--- config.mk ---
export PLATFORM = sky130hd
export DESIGN_NAME = thermal_monitor_register_map
export DESIGN_NICKNAME = d
export VERILOG_FILES = /design/src/hdl/thermal_monitor_pkg.sv /design/src/hdl/thermal_monitor_register_map.sv
export VERILOG_INCLUDE_DIRS = /design/src /design/src/hdl
export SDC_FILE = /design/constraint.sdc
export NUM_CORES = 1
export LEC_CHECK = 0
export BUFFER_PORTS_ARGS = -buffer_cell sky130_fd_sc_hd__buf_2
export CAP_MARGIN = 20
export CORE_MARGIN = 2
export CORE_UTILIZATION = 40
export CTS_CLUSTER_SIZE = 12
export DETAILED_ROUTE_END_ITERATION = 12
export HOLD_SLACK_MARGIN = 0.03
export PLACE_DENSITY = 0.53
export SYNTH_ARGS = -nofsm -noshare
export SYNTH_HDL_FRONTEND = slang
export SYNTH_SLANG_ARGS = --single-unit
--- constraint.sdc ---
create_clock -name clk_i -period 5.03 [get_ports clk_i]
set_clock_uncertainty 0.05 [all_clocks]
set_input_delay 0.2515 -clock clk_i [delete_from_list [all_inputs] [get_ports clk_i]]
set_output_delay 0.2515 -clock clk_i [all_outputs]
set_load 0.01 [all_outputs]
--- src/hdl/thermal_monitor_map.svh ---
// register offsets, field positions and reset values of the thermal monitor
`ifndef THERMAL_MONITOR_MAP_SVH
`define THERMAL_MONITOR_MAP_SVH
`define SEL_TEMPERATURE    2'h0
`define SEL_CONFIGURATION  2'h1
`define SEL_HYSTERESIS     2'h2
`define SEL_THRESHOLD      2'h3
`define CONF_SHUTDOWN_BIT  0
`define CONF_LATCH_BIT     1
`define CONF_POLARITY_BIT  2
`define CONF_QUEUE_LO_BIT  3
`define CONF_QUEUE_HI_BIT  4
`define CONF_RESET         8'h00
`define THRESHOLD_RESET    16'h5000
`define HYSTERESIS_RESET   16'h4B00
`define TEMPERATURE_RESET  11'h000
`define BUS_ADDR_FIXED     4'h9
`define BITS_PER_BYTE      4'h8
`endif

--- src/hdl/thermal_monitor_pkg.sv ---
// types shared by the thermal monitor design
package thermal_monitor_pkg;
   typedef enum logic [8:0] {
      BUS_IDLE      = 9'h001,
      BUS_ADDR      = 9'h002,
      BUS_ADDR_ACK  = 9'h004,
      BUS_SEL       = 9'h008,
      BUS_SEL_ACK   = 9'h010,
      BUS_WDATA     = 9'h020,
      BUS_WDATA_ACK = 9'h040,
      BUS_RDATA     = 9'h080,
      BUS_RACK      = 9'h100
   } bus_state_type;
endpackage

--- src/hdl/thermal_monitor_register_map.sv ---
// serial-bus register bank and alarm logic of a digital temperature monitor
`include "thermal_monitor_map.svh"
`timescale 1ns/10ps
`default_nettype none

module thermal_monitor_register_map
   import thermal_monitor_pkg::*;
(
   input  wire logic        clk_i,
   input  wire logic        reset_n_i,
   input  wire logic        scl_i,
   input  wire logic        sda_i,
   output logic             sda_o,
   output logic             sda_oe_n_o,
   input  wire logic        addr_pin_2_i,
   input  wire logic        addr_pin_1_i,
   input  wire logic        addr_pin_0_i,
   input  wire logic        conv_done_i,
   input  wire logic [10:0] conv_result_i,
   output logic             conv_enable_o,
   output logic             alarm_output_o,
   output logic             alarm_output_oe_n_o
);

   // ***************************************************************
   // pin synchronisers
   // ***************************************************************
   logic [4:0]    pin_meta;
   logic [4:0]    pin_sync;
   logic          scl_prev;
   logic          sda_prev;
   logic          scl_rise;
   logic          scl_fall;
   logic          bus_start;
   logic          bus_stop;
   logic [6:0]    own_addr;

   always_ff @(posedge clk_i or negedge reset_n_i) begin
      if (!reset_n_i) begin
         pin_meta <= 5'h03;
         pin_sync <= 5'h03;
         scl_prev <= 1'b1;
         sda_prev <= 1'b1;
      end else begin
         pin_meta <= {addr_pin_2_i, addr_pin_1_i, addr_pin_0_i, sda_i, scl_i};
         pin_sync <= pin_meta;
         scl_prev <= pin_sync[0];
         sda_prev <= pin_sync[1];
      end
   end

   assign scl_rise  = pin_sync[0] & ~scl_prev;
   assign scl_fall  = ~pin_sync[0] & scl_prev;
   assign bus_start = pin_sync[0] & scl_prev & sda_prev & ~pin_sync[1];
   assign bus_stop  = pin_sync[0] & scl_prev & ~sda_prev & pin_sync[1];
   assign own_addr  = {`BUS_ADDR_FIXED, pin_sync[4:2]};

   // ***************************************************************
   // registers
   // ***************************************************************
   bus_state_type state;
   logic [3:0]    bit_count;
   logic [7:0]    rx_shift;
   logic [7:0]    tx_shift;
   logic [1:0]    byte_count;
   logic          read_cmd;
   logic          sda_low;
   logic [1:0]    select;
   logic [7:0]    conf;
   logic [8:0]    threshold;
   logic [8:0]    hysteresis;
   logic [10:0]   temperature;
   logic [7:0]    next_tx;
   logic          byte_done;
   logic          write_strobe;
   logic          read_begin;
   logic          addr_match;
   logic          tx_low;

   localparam logic [15:0] THR_INIT = `THRESHOLD_RESET;
   localparam logic [15:0] HYS_INIT = `HYSTERESIS_RESET;

   assign byte_done    = scl_fall && (bit_count == `BITS_PER_BYTE);
   assign addr_match   = (rx_shift[7:1] == own_addr);
   assign write_strobe = (state == BUS_WDATA) && byte_done && (byte_count < 2'h2);
   assign read_begin   = (state == BUS_ADDR_ACK) && scl_fall && read_cmd;
   // a fresh read starts on the high byte, whatever position the last transfer left behind
   assign tx_low       = byte_count[0] && (state != BUS_ADDR_ACK);

   // byte presented to the master for the current select and byte position
   always_comb begin
      next_tx = 8'h00;
      case (select)
         `SEL_TEMPERATURE: next_tx = tx_low ? {temperature[2:0], 5'h00}
                                            : temperature[10:3];
         `SEL_CONFIGURATION: next_tx = conf;
         `SEL_HYSTERESIS: next_tx = tx_low ? {hysteresis[0], 7'h00}
                                           : hysteresis[8:1];
         default: next_tx = tx_low ? {threshold[0], 7'h00} : threshold[8:1];
      endcase
   end

   // ***************************************************************
   // bus slave sequencer
   // ***************************************************************
   // start and stop win over everything so a confused master can always recover
   always_ff @(posedge clk_i or negedge reset_n_i) begin
      if (!reset_n_i) begin
         state      <= BUS_IDLE;
         bit_count  <= 4'h0;
         rx_shift   <= 8'h00;
         tx_shift   <= 8'h00;
         byte_count <= 2'h0;
         read_cmd   <= 1'b0;
         sda_low    <= 1'b0;
      end else if (bus_start) begin
         state     <= BUS_ADDR;
         bit_count <= 4'h0;
         sda_low   <= 1'b0;
      end else if (bus_stop) begin
         state   <= BUS_IDLE;
         sda_low <= 1'b0;
      end else begin
         if (scl_rise && (state == BUS_ADDR || state == BUS_SEL || state == BUS_WDATA)) begin
            rx_shift  <= {rx_shift[6:0], pin_sync[1]};
            bit_count <= bit_count + 4'h1;
         end
         if (scl_rise && state == BUS_RACK) begin
            read_cmd <= ~pin_sync[1];
         end
         case (state)
            BUS_ADDR: if (byte_done) begin
               bit_count <= 4'h0;
               if (addr_match) begin
                  state    <= BUS_ADDR_ACK;
                  read_cmd <= rx_shift[0];
                  sda_low  <= 1'b1;
               end else begin
                  state <= BUS_IDLE;
               end
            end
            BUS_ADDR_ACK: if (scl_fall) begin
               byte_count <= 2'h0;
               if (read_cmd) begin
                  // no select byte: the latched one stays in force
                  state    <= BUS_RDATA;
                  tx_shift <= {next_tx[6:0], 1'b0};
                  sda_low  <= ~next_tx[7];
               end else begin
                  state   <= BUS_SEL;
                  sda_low <= 1'b0;
               end
            end
            BUS_SEL: if (byte_done) begin
               bit_count <= 4'h0;
               state     <= BUS_SEL_ACK;
               sda_low   <= 1'b1;
            end
            BUS_SEL_ACK: if (scl_fall) begin
               state   <= BUS_WDATA;
               sda_low <= 1'b0;
            end
            BUS_WDATA: if (byte_done) begin
               bit_count <= 4'h0;
               state     <= BUS_WDATA_ACK;
               sda_low   <= 1'b1;
               if (byte_count != 2'h2) begin
                  byte_count <= byte_count + 2'h1;
               end
            end
            BUS_WDATA_ACK: if (scl_fall) begin
               state   <= BUS_WDATA;
               sda_low <= 1'b0;
            end
            BUS_RDATA: if (scl_fall) begin
               if (bit_count == 4'h7) begin
                  bit_count <= 4'h0;
                  state     <= BUS_RACK;
                  sda_low   <= 1'b0;
                  byte_count <= byte_count + 2'h1;
               end else begin
                  bit_count <= bit_count + 4'h1;
                  tx_shift  <= {tx_shift[6:0], 1'b0};
                  sda_low   <= ~tx_shift[7];
               end
            end
            BUS_RACK: if (scl_fall) begin
               // master ack asks for another byte; single-byte reads end here
               if (read_cmd) begin
                  state    <= BUS_RDATA;
                  tx_shift <= {next_tx[6:0], 1'b0};
                  sda_low  <= ~next_tx[7];
               end else begin
                  state <= BUS_IDLE;
               end
            end
            default: ;
         endcase
      end
   end

   assign sda_o      = 1'b0;
   assign sda_oe_n_o = ~sda_low;

   // ***************************************************************
   // select byte and writable registers
   // ***************************************************************
   always_ff @(posedge clk_i or negedge reset_n_i) begin
      if (!reset_n_i) begin
         select <= `SEL_TEMPERATURE;
      end else if (state == BUS_SEL && byte_done) begin
         select <= rx_shift[1:0];
      end
   end

   always_ff @(posedge clk_i or negedge reset_n_i) begin
      if (!reset_n_i) begin
         conf       <= `CONF_RESET;
         threshold  <= THR_INIT[15:7];
         hysteresis <= HYS_INIT[15:7];
      end else if (write_strobe) begin
         // a write aimed at the temperature result falls through untouched
         if (select == `SEL_CONFIGURATION && byte_count == 2'h0) begin
            conf <= rx_shift;
         end else if (select == `SEL_THRESHOLD) begin
            if (byte_count == 2'h0) threshold[8:1] <= rx_shift;
            else threshold[0] <= rx_shift[7];
         end else if (select == `SEL_HYSTERESIS) begin
            if (byte_count == 2'h0) hysteresis[8:1] <= rx_shift;
            else hysteresis[0] <= rx_shift[7];
         end
      end
   end

   // ***************************************************************
   // conversion result and alarm
   // ***************************************************************
   logic          conv_accept;
   logic          shutdown;
   logic          latch_mode;
   logic          alarm;
   logic          watch_high;
   logic [2:0]    fault_count;
   logic [2:0]    queue_depth;
   logic          fault;
   logic          trip;
   logic signed [8:0] temp_top;

   assign shutdown      = conf[`CONF_SHUTDOWN_BIT];
   assign latch_mode    = conf[`CONF_LATCH_BIT];
   assign conv_enable_o = ~shutdown;
   assign conv_accept   = conv_done_i & ~shutdown;
   assign temp_top      = conv_result_i[10:2];
   assign fault         = watch_high ? (temp_top > $signed(threshold))
                                     : (temp_top < $signed(hysteresis));
   assign trip          = conv_accept && fault && ((fault_count + 3'h1) >= queue_depth);

   always_comb begin
      case (conf[`CONF_QUEUE_HI_BIT:`CONF_QUEUE_LO_BIT])
         2'h0:    queue_depth = 3'h1;
         2'h1:    queue_depth = 3'h2;
         2'h2:    queue_depth = 3'h4;
         default: queue_depth = 3'h6;
      endcase
   end

   always_ff @(posedge clk_i or negedge reset_n_i) begin
      if (!reset_n_i) begin
         temperature <= `TEMPERATURE_RESET;
      end else if (conv_accept) begin
         temperature <= conv_result_i;
      end
   end

   always_ff @(posedge clk_i or negedge reset_n_i) begin
      if (!reset_n_i) begin
         fault_count <= 3'h0;
         watch_high  <= 1'b1;
      end else if (conv_accept) begin
         fault_count <= (fault && !trip) ? fault_count + 3'h1 : 3'h0;
         if (trip) begin
            watch_high <= ~watch_high;
         end
      end
   end

   // a trip in the same cycle as a clearing read wins, so no event is lost
   always_ff @(posedge clk_i or negedge reset_n_i) begin
      if (!reset_n_i) begin
         alarm <= 1'b0;
      end else if (trip) begin
         alarm <= latch_mode ? 1'b1 : watch_high;
      end else if (latch_mode && (read_begin || shutdown)) begin
         alarm <= 1'b0;
      end
   end

   always_ff @(posedge clk_i or negedge reset_n_i) begin
      if (!reset_n_i) begin
         // released: the pin idles high, which is inactive at the power-up polarity
         alarm_output_oe_n_o <= 1'b1;
      end else begin
         // open drain: enable the pull-down whenever the pin level is low
         alarm_output_oe_n_o <= conf[`CONF_POLARITY_BIT] ? alarm : ~alarm;
      end
   end

   assign alarm_output_o = 1'b0;

   // ***************************************************************
   // assertions
   // ***************************************************************
   sel_latch_a: assert property (@(posedge clk_i) disable iff (!reset_n_i)
      (state == BUS_SEL && byte_done && !bus_start && !bus_stop) |=> select == $past(rx_shift[1:0]))
      else $error("select byte not latched");
   sel_hold_a: assert property (@(posedge clk_i) disable iff (!reset_n_i)
      (state != BUS_SEL) |=> $stable(select))
      else $error("select changed outside select byte");
   tx_load_a: assert property (@(posedge clk_i) disable iff (!reset_n_i)
      (read_begin && !bus_start && !bus_stop && select == `SEL_TEMPERATURE)
      |=> sda_low == ~$past(temperature[10]) && tx_shift[7:5] == $past(temperature[9:7]))
      else $error("temperature high byte not presented");
   temp_update_a: assert property (@(posedge clk_i) disable iff (!reset_n_i)
      conv_accept |=> temperature == $past(conv_result_i))
      else $error("result not refreshed");
   temp_hold_a: assert property (@(posedge clk_i) disable iff (!reset_n_i)
      shutdown |=> $stable(temperature))
      else $error("result changed in shutdown");
   temp_ro_a: assert property (@(posedge clk_i) disable iff (!reset_n_i)
      (write_strobe && select == `SEL_TEMPERATURE && !conv_done_i) |=> $stable(temperature))
      else $error("write reached result");
   int_clear_a: assert property (@(posedge clk_i) disable iff (!reset_n_i)
      (latch_mode && read_begin && !trip) |=> !alarm)
      else $error("latched alarm not cleared by read");
   cmp_hold_a: assert property (@(posedge clk_i) disable iff (!reset_n_i)
      (!latch_mode && !trip) |=> $stable(alarm))
      else $error("comparator alarm moved without trip");
   queue_a: assert property (@(posedge clk_i) disable iff (!reset_n_i)
      trip |-> (fault_count == queue_depth - 3'h1))
      else $error("trip at wrong fault count");
   pin_level_a: assert property (@(posedge clk_i) disable iff (!reset_n_i)
      ##1 alarm_output_oe_n_o == ($past(conf[`CONF_POLARITY_BIT]) ? $past(alarm) : ~$past(alarm)))
      else $error("alarm pin polarity wrong");
   addr_ack_a: assert property (@(posedge clk_i) disable iff (!reset_n_i)
      (state == BUS_ADDR && byte_done && addr_match && !bus_start && !bus_stop)
      |=> state == BUS_ADDR_ACK && !sda_oe_n_o)
      else $error("own address not acknowledged");
   read_cov: cover property (@(posedge clk_i) read_begin ##[1:400] state == BUS_RACK);
   write_cov: cover property (@(posedge clk_i) write_strobe && select == `SEL_THRESHOLD);
   trip_cov: cover property (@(posedge clk_i) trip && latch_mode);

endmodule

`default_nettype wire

# Word-level counts from Yosys, hierarchy flattened
# Cells that the tools add are included.
[totals] in_bits=19 out_inout_bits=5 ff_bits=90 elab_cells=192
[classes] n_eq_ne=38 mux=60 reduce_logical=42 n_addsub=3 n_bitwise=23 magnitude_cmp=4
[ops] cell="$mux W9" n=10
[ops] cell="$mux W8" n=9
[ops] cell="$pmux W9 S7" n=1
[ops] cell="$ne A4 B4 Y1 const B" n=9
[ops] cell="$mux W4" n=6
[ops] cell="$pmux W8 S3" n=1
[ops] cell="$mux W1" n=21
[ops] cell="$reduce_and A9 Y1" n=2
[ops] cell="$pmux W8 S2" n=1
[ops] cell="$not A1 Y1" n=15
[ops] cell="$logic_and A1 B1 Y1" n=14
[ops] cell="$ne A2 B2 Y1 const B" n=7
[ops] cell="$mux W2" n=5
[ops] cell="$reduce_and A5 Y1" n=2
[ops] cell="$eq A9 B2 Y1 const B" n=1
[ops] cell="$eq A9 B3 Y1 const B" n=1
[ops] cell="$eq A9 B4 Y1 const B" n=1
[ops] cell="$eq A9 B5 Y1 const B" n=1
[ops] cell="$eq A9 B6 Y1 const B" n=1
[ops] cell="$eq A9 B7 Y1 const B" n=1
[ops] cell="$eq A9 B8 Y1 const B" n=1
[ops] cell="$eq A9 B9 Y1 const B" n=1
[ops] cell="$gt A9 B9 Y1" n=1
[ops] cell="$lt A9 B9 Y1" n=1
[ops] cell="33 further kinds" n=57

# Longest topological paths before layout
[logic_depth] ltp_word=10 mapped_depth=9 depth_no_buf=8

# Least setup slack after synthesis
# Ideal clock, no wire load.
[synth_timing] path_type="register to register" from="register state[4]" to="register state[2]" stages_incl_launch_ff=8 path_buffers=1 required_ns=4.902 setup_time_ns=0.078 arrival_time_ns=2.327 synth_period_minus_slack_ns=2.455 slack_ns=2.575 cell_sequence="dfrtp_1 > buf_6 > or4_4 > or4_4 > a21oi_2 > o21ai_2 > or4b_1 > a21oi_1"
[synth_between] elab_chain_len=5 word_cells_on_any_way=22 cone_classes="eq/ne: 16; mux: 3; reduce/logical: 3"
[synth_rtl] item="start: declaration" line="thermal_monitor_register_map.sv:61" text="bus_state_type state;"
[synth_rtl] item="start signal: assignment" line="thermal_monitor_register_map.sv:109" text="state <= BUS_IDLE;"
[synth_rtl] item="start signal: assignment" line="thermal_monitor_register_map.sv:117" text="state <= BUS_ADDR;"
[synth_rtl] item="start signal: assignment" line="thermal_monitor_register_map.sv:121" text="state <= BUS_IDLE;"
[synth_rtl] item="$eq A9 B7 Y1 or $eq A9 B5 Y1 (tied branches)" line="thermal_monitor_register_map.sv:131" text="case (state)"
[synth_rtl] item="$reduce_or A2 Y1 (no source line)"
[synth_rtl] item="$pmux W9 S7" line="thermal_monitor_register_map.sv:131"
[synth_rtl] item="$mux W9" line="thermal_monitor_register_map.sv:120" text="end else if (bus_stop) begin"
[synth_rtl] item="$mux W9" line="thermal_monitor_register_map.sv:116" text="end else if (bus_start) begin"
# Parallel ways exist; a longest one is shown, timed or not.
# A chain may end at the register's enable or synchronous reset.

# Worst setup path in the final report
# Same ends and word-level chain as after synthesis.

==> results.cfg <==
[status]
status = finished clean

[synthesis]
synth-edff-count = 0
synthesis.area_sq_um = 5021
ys_async_sr_fraction = 1.000
synth_top_area_frac = 0.3688
ys_types = 69
syn_inst = 516
yosysSeqAreaShare = 0.4473
syn_area_per_cell_sq_um = 9.731
ys_dominant_reg_cell = dfrtp_1
ys_ff_latch = 89
yosys-top-cells-area = dfrtp_1, dfstp_2, nand2_1
yosysWarnings = 0
yosys.area.top_type = dfrtp_1

[global_route]
grt_pass1_wl_microns = 20540
antenna_found_initial = 0
met1_usage = 0.2937
grt.met2_usage = 0.3115
grtUsageTotal = 0.2028
grt_use_met3 = 0.04236
grt_pass1_vias = 3746
grt-busiest-layer = met2
grt-ovfl-total = 0
grt_max_degree = 55

[pwr]
ir_worst_vdd_mv = 0.2193
p_sw_uw = 498.2
power_frac_comb = 0.111
powerDensity_nw_per_um2 = 324.7
p_sw_frac = 0.2738
power_frac_clock = 0.417
leakage_nw = 2.452
power.internal_mw = 1.322
sequentialPowerShare = 0.472

[timing]
drv_slew = 0
fin_crit_sh = 0.5649
fmax_ghz = 0.3519
slew_headroom = 0.3567
setup_viol = 0
hold_violations = 0
worst_pin_slew_ns = 0.9650
fin_setup_tns_ns = 0
min_period_ns = 2.842
rsz0062_at_grt = false
layout_setup_ws_ns = 2.188

[layout]
fin_area_sq_um = 5605
syn_to_final_growth_pct = 11.64
final_cells = 710
drive_above_1_share = 0.1882
diodes = 0
n_fill_cell = 1207
final_nets = 581

[detailed_routing]
drc_errors = 0
ant_nets = 0
wl_per_cell_microns = 17.55
routed_wl_microns = 12460
vias = 3755
drt_iter0_markers = 258
viasPerCell = 5.289
first_pass_iters = 4

[critical_path]
criticalPathCategory = register to register
end_kind = register
cp-endpoint = state[2]
slowest_delay_ns = 0.83
start_kind = register
reg2reg_from = state[4]
cp_cell_sequence = nor4_1 -> and3_2 -> o21a_1 -> o21ai_2 -> or4b_1 -> a21oi_1
cp_top_family = simple AND/OR/NAND/NOR gates
cp_data_arrival_time_ns = 3.07
critical_path.max_fanout = 15
r2r_slack_ns = 2.19
cp_slowest_cell = nor4_1
reg2reg_depth = 6
required_ns = 5.26
crit_start = state[4]
path_depth = 6
path_buf_inv = 0
reg2reg_to = state[2]

[floorplanning]
die_w_microns = 116.0
core.rowCount = 40
die_height_microns = 116.0
coreArea_sq_um = 12110
floorplan.initialDensity = 0.4146
io-pin-count = 24
die_area_sq_um = 13470

[clocking]
cts.sink_count = 89
cts-hold-fix-buffers = 6
htreeDepth = 3
post-cts-setup-buffers = 0
cts_tree = built
cts-root-buf = clkbuf_16
cts_max_path_buffers = 2
cts_repair_resize_count = 0
clkLatencyLatePin_ns = 0.36
path_clk_slew_ns = 0.06
cts_buffers = 9

[flow_run]
maxCapViolations = 0

[placement]
gp_congestion = 0.8246
post-place-cells = 687
dp_hpwl_microns = 9074
dp_slack_ns = 2.204
postPlaceCellArea_sq_um = 5205
port_buffers = 21

[worst_hold_path]
hold_class = input port to register
## state kept, by name, summed over array words and instances (netlist names), 2 cells and up
register	flops
temperature	11
hysteresis	9
state	9
threshold	9
conf	8
rx_shift	8
tx_shift	7
pin_meta	5
pin_sync	5
bit_count	4
fault_count	3
byte_count	2
select	2
## cell usage in the layout (no fill, tap or decap), drive strengths merged, types with 7 or more instances in the layout
cell type  synthesis  layout
nand3             11      11
nor3               7       7
buf                7      24
nor2              31      31
a21oi             22      22
ha                25      25
o21ai             34      34
mux2i              8       8
clkbuf            14      10
nor2b              7       7
mux2              28      28
nand2             89      89
dfstp             15      15
inv               33      36
dfrtp             74      74
## synth_stat cells (all sizes together), types with 3 or more instances
library cell  number
a211oi             4
or3                3
mux2i              8
xor2               6
nand3             11
nand4              5
a21o               4
nor4               5
nor2b              7
inv               33
and2               4
dfstp             15
buf                7
a21oi             22
or2                3
o21a               4
a31oi              3
o21ai             34
nand2b             5
nor3               7
mux2              28
dfrtp             74
xnor2              4
or4                3
nand2             89
nand3b             6
and4               3
nor2              31
clkbuf            14
ha                25
mux4               4
nand4b             5
## logic make-up (layout without fill, tap and decap cells)
logic type / after synthesis / count (layout) / synth area share
AO/OA/AOI/OAI: 100 / 100 / 0.1273
other: 1 / 2 / 0.0007469
flip-flops: 89 / 89 / 0.4473
multiplexers: 40 / 40 / 0.09669
XOR/XNOR: 10 / 10 / 0.01744
AND/OR/NAND/NOR: 196 / 196 / 0.1929
adder cells (fa/ha/maj): 25 / 25 / 0.06230
buffers and inverters: 55 / 80 / 0.05532
## worst min path at each step
stage	from	to	slack, ns	cells past startpoint
6_report	conv_result_i[0]	temperature[0]	0.04	3
5_1_grt	conv_result_i[0]	temperature[0]	0.05	3
4_1_cts	conv_result_i[0]	temperature[0]	0.04	3
3_5_place_dp	reset_n_i	temperature[3]	0.19	1
3_3_place_gp	reset_n_i	temperature[3]	0.18	1
2_1_floorplan	reset_n_i	alarm	-0.09	0
## area by class of cell
class / instances / area [sq um] / area share
inverters: 34 / 127.6 / 0.02277
well taps: 168 / 210.2 / 0.03750
clock buffers: 10 / 239.0 / 0.04263
clock inverters: 6 / 93.84 / 0.01674
multi-input cells: 373 / 2501 / 0.4462
flip-flops and latches: 89 / 2246 / 0.4007
repair buffers: 30 / 187.7 / 0.03348
## routing by layer
metal | wire, microns | vias up
li1 | - | 1851
met1 | 6273 | 1847
met2 | 5621 | 47
met3 | 418 | 10
met4 | 144 | 0
met5 | 0 | -
## per-stage QoR
step                      utilization  hold WS [ns]  total power [mW]
after floorplan                     -      -0.09409            0.9764
after global placement         0.4293        0.1779             1.063
after detailed placement       0.4298        0.1853             1.070
after CTS                      0.4622       0.04272             1.839
after global routing           0.4628       0.04916             1.903
final                          0.4628       0.04439             1.820
## tightest hold or removal path: stages
cell and delay [ns]:
buf_2 0.08, nand2_1 0.04, nand2_1 0.05
## power by group through the flow
stage | combinational (mW) | clock (mW) | sequential [mW]
global route | 0.229 | 0.805 | 0.869
global placement | 0.193 | 0 | 0.869
detailed placement | 0.198 | 0 | 0.872
CTS | 0.204 | 0.777 | 0.858
finish | 0.203 | 0.759 | 0.858
floorplan | 0.133 | 0 | 0.844
Power figures use the tool's default switching activity.
